## config.mk

```make
export PLATFORM = sky130hd
export DESIGN_NAME = xcvr_verifier
export DESIGN_NICKNAME = d
export VERILOG_FILES = /design/src/rtl/xcvr_verifier_pkg.sv /design/src/rtl/xcvr_verifier.sv
export SDC_FILE = /design/constraint.sdc
export NUM_CORES = 1
export LEC_CHECK = 0
export ABC_AREA = 1
export BUFFER_PORTS_ARGS = -buffer_cell sky130_fd_sc_hd__buf_4
export CORE_ASPECT_RATIO = 0.6
export CORE_UTILIZATION = 50
export DETAILED_ROUTE_END_ITERATION = 10
export PLACE_DENSITY = 0.86
export SLEW_MARGIN = 40
export SYNTH_ARGS = -nofsm -noshare
export SYNTH_HDL_FRONTEND = slang
export SYNTH_SLANG_ARGS = --single-unit
```

## constraint.sdc

```tcl
create_clock -name pclk -period 2.1 [get_ports pclk]
set_clock_uncertainty 0.15 [all_clocks]
set_input_delay 0.105 -clock pclk [delete_from_list [all_inputs] [get_ports pclk]]
set_output_delay 0.105 -clock pclk [all_outputs]
set_load 0.01 [all_outputs]
```

## src/rtl/xcvr_verifier_pkg.sv

```systemverilog
// Package of register map, field positions and timing for the transceiver verifier
package xcvr_verifier_pkg;
  // ---------------------------------------------------------------
  // Register byte offsets
  // ---------------------------------------------------------------
  localparam logic [7:0] CTRL_OFS = 8'h00; // Reset and power control
  localparam logic [7:0] STAT_OFS = 8'h04; // Verifier status, read only
  localparam logic [7:0] ISR_OFS = 8'h08; // Sticky event flags, write one to clear
  localparam logic [7:0] IMR_OFS = 8'h0C; // Event mask, one enables
  // ---------------------------------------------------------------
  // Control field positions
  // ---------------------------------------------------------------
  localparam int C_BLK_PD = 0; // Block power down
  localparam int C_RX_ARST = 1; // Receiver analog reset
  localparam int C_RX_DRST = 2; // Receiver coding sublayer reset
  localparam int C_TX_DRST = 3; // Transmitter coding sublayer reset
  localparam int C_CAL_PD = 4; // Calibration block power down
  localparam int C_MODE = 5; // 0 incremental, 1 pseudo-random
  localparam int C_EN = 6; // Verifier enable
  localparam int CTRL_W = 7; // Control width
  localparam logic [CTRL_W-1:0] CTRL_RST = 7'h0F; // Resets and block down at start
  // ---------------------------------------------------------------
  // Status and event bits
  // ---------------------------------------------------------------
  localparam int S_ERR = 0; // Error flag / error event
  localparam int S_DONE = 1; // Done flag / done event
  localparam int EV_W = 2; // Event count
  // ---------------------------------------------------------------
  // Timing and pattern constants
  // ---------------------------------------------------------------
  localparam int RX_CLK_PERIOD_NS = 4; // Recovered receive clock period
  localparam int ERR_HOLD_CLK = 3; // Least error hold in receive clocks
  localparam int ERR_HOLD_NS = ERR_HOLD_CLK * RX_CLK_PERIOD_NS; // Hold time
  localparam logic [1:0] HOLD_CYC = 2'((ERR_HOLD_NS + 3) / 4); // Rounded up at 4 ns
  localparam int PRBS_W = 7; // Pseudo-random register width
  localparam int PRBS_LEN = 127; // Words in one pseudo-random cycle
  // Verifier states
  typedef enum logic [0:0] {
    ST_SYNC = 1'b0, // Wait for first word to seed
    ST_RUN = 1'b1 // Compare each word
  } vstate_e;
endpackage

```

## src/rtl/xcvr_verifier.sv

```systemverilog
// Reset, power and pattern verifier block of one transceiver channel
`timescale 1ns/1ps
// Overview of operation
// RULE1: Block power down gates all channel circuitry
// RULE2: Receiver analog reset follows its control
// RULE3: Receiver coding reset follows its control
// RULE4: Transmitter coding reset follows its control
// RULE5: Calibration clock forwarded, separate power down
// RULE6: Incremental mode error flag stays high until the verifier is cleared
// RULE7: Pseudo-random error holds three clocks, clears later
// RULE8: Incremental done after full cycle or error
// RULE9: Pseudo-random done after one full cycle
// RULE10: Receiver coding reset clears both flags
module xcvr_verifier
  import xcvr_verifier_pkg::*;
#(
  parameter int DATA_W = 8 // Receive word width
) (
  input wire logic pclk, // APB clock, 250 MHz
  input wire logic presetn, // Asynchronous reset, active low
  input wire logic [7:0] paddr, // APB byte address
  input wire logic psel, // APB select
  input wire logic penable, // APB access phase
  input wire logic pwrite, // APB write
  input wire logic [31:0] pwdata, // APB write data
  output logic [31:0] prdata, // APB read data
  output logic pready, // APB ready
  output logic pslverr, // APB error on unmapped address
  input wire logic blk_pd_pin, // Asynchronous block power down request
  input wire logic rx_valid, // Receive word valid
  input wire logic [DATA_W-1:0] rx_data, // Receive parallel word
  input wire logic cal_clk, // Dedicated calibration clock
  output logic blk_pd, // Power down to channel circuitry
  output logic rx_pma_rst, // Receiver analog section reset
  output logic rx_pcs_rst, // Receiver coding sublayer reset
  output logic tx_pcs_rst, // Transmitter coding sublayer reset
  output logic cal_pd, // Calibration block power down
  output logic cal_clk_out, // Clock to calibration block
  output logic verify_err, // Verifier error flag
  output logic verify_done, // Verifier done flag
  output logic irq // Level interrupt
);
  // ---------------------------------------------------------------
  // Elaboration check
  // ---------------------------------------------------------------
  if (DATA_W < PRBS_W || DATA_W > 16) begin : g_bad_width
    $error("DATA_W must lie between 7 and 16");
  end

  localparam logic [DATA_W-1:0] INC_LAST = '1; // Last count of an incremental cycle
  localparam logic [DATA_W-1:0] PRBS_LAST = DATA_W'(PRBS_LEN - 1); // Last pseudo-random count

  // ---------------------------------------------------------------
  // State record
  // ---------------------------------------------------------------
  typedef struct packed {
    logic [CTRL_W-1:0] ctrl; // Control register
    logic [EV_W-1:0] isr; // Sticky events
    logic [EV_W-1:0] imr; // Event mask
    logic [31:0] rdata; // Registered read data
    vstate_e vst; // Verifier state
    logic [DATA_W-1:0] expect_w; // Next expected word
    logic [DATA_W-1:0] cnt; // Words in current cycle
    logic err; // Error flag
    logic done; // Done flag
    logic [1:0] hold; // Error hold countdown
    logic cyc_bad; // Error seen in current cycle
  } state_s;

  state_s st_ff; // Registered state
  state_s nxt_st; // Next state

  logic wr_acc; // Write access phase
  logic rd_setup; // Read setup phase
  logic addr_ok; // Address maps to a register
  logic clr_all; // Verifier held clear
  logic prbs; // Pseudo-random mode
  logic mism; // Word mismatch this cycle
  logic last; // Last word of a cycle
  logic [DATA_W-1:0] adv_w; // Advanced expected word
  logic [DATA_W-1:0] seed_w; // Expected after a seed word
  logic [EV_W-1:0] ev; // Events raised this cycle

  // Next pattern word from a given word
  function automatic logic [DATA_W-1:0] advance(input logic [DATA_W-1:0] w, input logic p);
    logic [DATA_W-1:0] r;
    r = '0;
    if (p) begin
      r[PRBS_W-1:0] = {w[PRBS_W-2:0], w[PRBS_W-1] ^ w[PRBS_W-2]};
    end else begin
      r = w + 1'b1;
    end
    return r;
  endfunction

  // ---------------------------------------------------------------
  // Pin-level control
  // ---------------------------------------------------------------
  // Async pin bypasses flops so power down acts without a clock
  assign blk_pd = st_ff.ctrl[C_BLK_PD] | blk_pd_pin; // [RULE1]
  assign rx_pma_rst = st_ff.ctrl[C_RX_ARST]; // [RULE2]
  assign rx_pcs_rst = st_ff.ctrl[C_RX_DRST]; // [RULE3]
  assign tx_pcs_rst = st_ff.ctrl[C_TX_DRST]; // [RULE4]
  assign cal_pd = st_ff.ctrl[C_CAL_PD]; // [RULE5]
  assign cal_clk_out = cal_clk; // [RULE5]
  assign verify_err = st_ff.err;
  assign verify_done = st_ff.done;
  assign irq = |(st_ff.isr & st_ff.imr);
  assign prdata = st_ff.rdata;
  assign pready = 1'b1;

  // ---------------------------------------------------------------
  // Decode and compare helpers
  // ---------------------------------------------------------------
  always_comb begin
    addr_ok = 1'b0;
    if (paddr == CTRL_OFS) begin
      addr_ok = 1'b1;
    end else if (paddr == STAT_OFS) begin
      addr_ok = 1'b1;
    end else if (paddr == ISR_OFS) begin
      addr_ok = 1'b1;
    end else if (paddr == IMR_OFS) begin
      addr_ok = 1'b1;
    end
  end

  assign pslverr = psel & penable & ~addr_ok;
  assign wr_acc = psel & penable & pwrite & addr_ok;
  assign rd_setup = psel & ~penable & ~pwrite;
  // Power down or coding reset wipes the verifier
  assign clr_all = blk_pd | st_ff.ctrl[C_RX_DRST] | ~st_ff.ctrl[C_EN]; // [RULE10]
  assign prbs = st_ff.ctrl[C_MODE];
  assign mism = (st_ff.vst == ST_RUN) && rx_valid && (rx_data != st_ff.expect_w);
  assign last = (st_ff.vst == ST_RUN) && rx_valid && (st_ff.cnt == (prbs ? PRBS_LAST : INC_LAST));
  assign adv_w = advance(st_ff.expect_w, prbs);
  assign seed_w = advance(prbs ? {{(DATA_W-PRBS_W){1'b0}}, rx_data[PRBS_W-1:0]} : rx_data, prbs);

  // ---------------------------------------------------------------
  // Next-state logic
  // ---------------------------------------------------------------
  always_comb begin
    nxt_st = st_ff;
    ev = '0;
    // Register writes
    if (wr_acc) begin
      if (paddr == CTRL_OFS) begin
        nxt_st.ctrl = pwdata[CTRL_W-1:0];
      end else if (paddr == IMR_OFS) begin
        nxt_st.imr = pwdata[EV_W-1:0];
      end
    end
    // Read data captured in setup so it comes from a flop
    if (rd_setup) begin
      nxt_st.rdata = '0;
      if (paddr == CTRL_OFS) begin
        nxt_st.rdata[CTRL_W-1:0] = st_ff.ctrl;
      end else if (paddr == STAT_OFS) begin
        nxt_st.rdata[EV_W-1:0] = {st_ff.done, st_ff.err};
      end else if (paddr == ISR_OFS) begin
        nxt_st.rdata[EV_W-1:0] = st_ff.isr;
      end else if (paddr == IMR_OFS) begin
        nxt_st.rdata[EV_W-1:0] = st_ff.imr;
      end
    end
    // Hold countdown runs every cycle
    if (st_ff.hold != 2'h0) begin
      nxt_st.hold = st_ff.hold - 2'h1;
    end
    if (clr_all) begin
      // Fresh check after reset release
      nxt_st.vst = ST_SYNC; // [RULE10]
      nxt_st.err = 1'b0; // [RULE10]
      nxt_st.done = 1'b0; // [RULE10]
      nxt_st.hold = 2'h0;
      nxt_st.cyc_bad = 1'b0;
      nxt_st.cnt = '0;
    end else if (st_ff.vst == ST_SYNC) begin
      // First word seeds the expected sequence
      if (rx_valid) begin
        nxt_st.vst = ST_RUN;
        nxt_st.expect_w = seed_w;
        nxt_st.cnt = DATA_W'(1);
      end
    end else if (rx_valid) begin
      nxt_st.expect_w = adv_w;
      nxt_st.cnt = last ? '0 : st_ff.cnt + 1'b1;
      if (!prbs) begin
        // Incremental: error sticks, done on cycle end or error
        if (mism) begin
          nxt_st.err = 1'b1; // [RULE6]
        end
        if (mism || last) begin
          nxt_st.done = 1'b1; // [RULE8]
        end
      end else begin
        if (mism) begin
          nxt_st.err = 1'b1; // [RULE7]
          nxt_st.hold = HOLD_CYC; // [RULE7]
        end
        if (last) begin
          nxt_st.done = 1'b1; // [RULE9]
          // A clean cycle after the hold clears the flag
          if (!st_ff.cyc_bad && !mism && st_ff.hold == 2'h0) begin
            nxt_st.err = 1'b0; // [RULE7]
          end
        end
        nxt_st.cyc_bad = mism | (st_ff.cyc_bad & ~last);
      end
    end
    // Events on rising flags; set beats a write-one clear
    ev[S_ERR] = nxt_st.err & ~st_ff.err;
    ev[S_DONE] = nxt_st.done & ~st_ff.done;
    if (wr_acc && paddr == ISR_OFS) begin
      nxt_st.isr = st_ff.isr & ~pwdata[EV_W-1:0];
    end
    nxt_st.isr = nxt_st.isr | ev;
  end

  // ---------------------------------------------------------------
  // State register
  // ---------------------------------------------------------------
  always_ff @(posedge pclk or negedge presetn) begin
    if (!presetn) begin
      st_ff <= '0;
      st_ff.ctrl <= CTRL_RST;
    end else begin
      st_ff <= nxt_st;
    end
  end
endmodule

```

==> flow_summary.ini <==
[grt]
gr-usage-all-layers = 0.232
grt_pass1_vias = 2325
antenna_found_initial = 0
gr-total-overflow = 0
grt_max_degree = 41
grt_pass1_wl_um = 10800

[setup_path]
r2r-end = st_ff[9]
end_kind = register
crit_path_max_fanout = 9
critPathSlowestCell = dfstp_2
critPathMaxStageDelay_ns = 0.55
critPathMostFrequentCell = inv_1
critPathRequiredTime_ns = 2.12
path_class = register to register
path_cells = inv_1, nand4_2, clkinv_1, nand3_2, inv_1, nand3b_1, o21ai_0
timing.rr.start = rx_pcs_rst
worstRegToRegCells = 7
worstPathArrival_ns = 1.82
crit_path_start_kind = register
reg2reg_slack_ns = 0.30

[floorplanning]
die_w_um = 99.7
ios = 99
core_area_um2 = 5280
die_y_um = 60.6
row_count = 20
die-area_um2 = 6040
initial_utilization = 0.542

[clock_network]
post_cts_buffers = 0
tritoncts = done
h-tree-depth = 2
cts-buffers-inserted = 5
numClockSinks = 40
clkTransAtPathRegs_ns = 0.08
clkLatencyLatePin_ns = 0.30
clockBufferDepth = 2
root_buffer = clkbuf_8

[logic_synthesis]
synthCells = 392
yosys_register_bits = 40
avgSynthCellArea_um2 = 7.31
synth_seq_area_share = 0.351
synth-main-ff-cell = dfrtp_1
synth_edf_count = 0
syn_area_um2 = 2860
async_flop_share = 1.00
yosysUniqueCellTypes = 38
synth.yosys.warnings = 0

[timing]
drv_slew = 0
fin_crit_ns = 1.80
max_slew.worst_pin.slew_ns = 0.524
hold_ws_ns = -0.00339
layout_worst_path_cycle_share = 0.858
finalHoldViolCount = 2
timing.slew.headroom = 0.650
setup_viol = 0
max_clock_freq_mhz = 555
grt_setup_unrepaired = false
fin_tns_setup_ns = 0

[min_path]
min_to = prdata[4]
hp-class = primary input to register
whs_path_depth = 4
hold_start = pwrite

[final_layout]
drive_gt1_frac = 0.176
multi_input_area_um2 = 1460
diodes = 0
regArea_um2 = 1010
synthToLayoutAreaGrowth_pct = 16.1
final_util = 0.630
nets = 503
fin_cells = 520
fillers = 466

[placement]
place_inst = 502
dp_hpwl_um = 5130
gp_congestion = 0.946
port_buffers = 45

[detailed_routing]
viasPerCell = 5.03
dr.pass1.iters = 5
drcViolationCount = 0
routed_wl_um = 6550
vias = 2615
drt_iter0_drc = 200
ant_nets = 0
routedWlPerCell_um = 12.6

[status]
violations = hold timing
status = finished with violations

[run]
maxCapViolations = 0

[pwr]
p_leak_nw = 1.69
p_per_area_nw_per_um2 = 514
vdd_ir_drop_max_v = 0.000337
==> sequential cells by signal, summed over array words and instances, names as in the netlist <==
name         cells
prdata           7
rx_pma_rst       1
tx_pcs_rst       1
rx_pcs_rst       1
prbs             1
verify_done      1
verify_err       1
cal_pd           1
st_ff           26
==> timing repair <==
| action | in CTS | in global routing |
|---|---|---|
| hold endpoints to repair | 51 | 0 |
| hold buffers | 10 | 0 |
| resized for setup | 0 | 0 |
==> cells in the final DEF (no fill, tap or decap), drive strengths merged, types with 2 or more instances in the layout <==
master       Yosys  final
xnor2            4      4
dfstp            4      4
o21a             2      2
dlygate4sd3      0     10
clkbuf           0      6
o22ai            3      3
a22oi            2      2
nand2          107    107
o31ai            2      2
conb             2     26
a21oi           12     12
nor3             7      7
nand3           39     39
clkinv           1      2
nand4            9      9
inv             51     51
buf             39     48
xor2             7      7
ha               5      5
nor2            22     22
dfrtp           36     36
o21ai           31     31
==> layer usage <==
layer  up-vias  wire [um]  global-route usage
met1      1216       3080               0.328
met3         4        452              0.0553
met5         -          0                   0
met4         0         27              0.0378
li1       1301          -                   -
met2        94       3000               0.374
==> worst max-delay path, delay by kind of cell, from the launching register on <==
kind	cells	cell delay, ns
and+or+nand+nor	3	0.46
DFF	1	0.55
AOI/OAI and AO/OA	1	0.08
buffers and inverters	3	0.43
==> area by class of cell <==
type	instances	share of cell area
Timing Repair Buffer	58	0.139
Clock inverter	2	0.0105
Inverter	52	0.0587
Tap cell	77	0.0290
Clock buffer	6	0.0218
Sequential cell	40	0.303
Multi-Input combinational cell	285	0.439
==> synthesized netlist by cell type, types with 3 or more instances <==
library cell  number  area, um^2
nor3_1             5        25.0
o21ai_2            7        61.3
dfstp_2            4         105
nand4_1            7        43.8
ha_1               5        62.6
o21ai_0           22         110
nor2_1            18        67.6
nand2_1          107         402
buf_4             37         278
inv_1             51         191
xor2_1             7        61.3
a21oi_1           12        60.1
o22ai_1            3        18.8
xnor2_1            4        35.0
dfrtp_1           36         901
nand3_1           36         180
nand3_2            3        30.0
==> power by group <==
group	internal [W]	switching (W)
registers	0.000787	0.0000209
logic	0.000110	0.000157
clock network	0.000353	0.000279
total	0.00125	0.000457
==> stage by stage <==
stage	power (W)	area (um^2)	worst slack [ns]
2_1_floorplan	0.00100	2950	0.547
3_3_place_gp	0.00106	3120	0.391
3_5_place_dp	0.00107	3120	0.338
4_1_cts	0.00171	3320	0.312
5_1_grt	0.00178	3320	0.215
6_report	0.00171	3320	0.298
==> logic make-up after synthesis <==
| group | Yosys count | share of synthesized area |
|---|---|---|
| AO/OA/AOI/OAI | 56 | 0.118 |
| XOR/XNOR | 11 | 0.0336 |
| adder cells (fa/ha/maj) | 5 | 0.0218 |
| buffers and inverters | 91 | 0.171 |
| flip-flops | 40 | 0.351 |
| other | 2 | 0.00262 |
| AND/OR/NAND/NOR | 187 | 0.302 |
==> worst max-delay path by stage <==
stage | startpoint | endpoint | depth (start not counted)
2_1_floorplan | rx_pcs_rst | st_ff[9] | 7
3_3_place_gp | rx_pcs_rst | st_ff[9] | 7
3_5_place_dp | rx_pcs_rst | st_ff[9] | 7
4_1_cts | rx_pcs_rst | st_ff[9] | 7
5_1_grt | rx_pcs_rst | st_ff[9] | 7
6_report | rx_pcs_rst | st_ff[9] | 7
No activity file was read; power rests on OpenSTA's default activity.
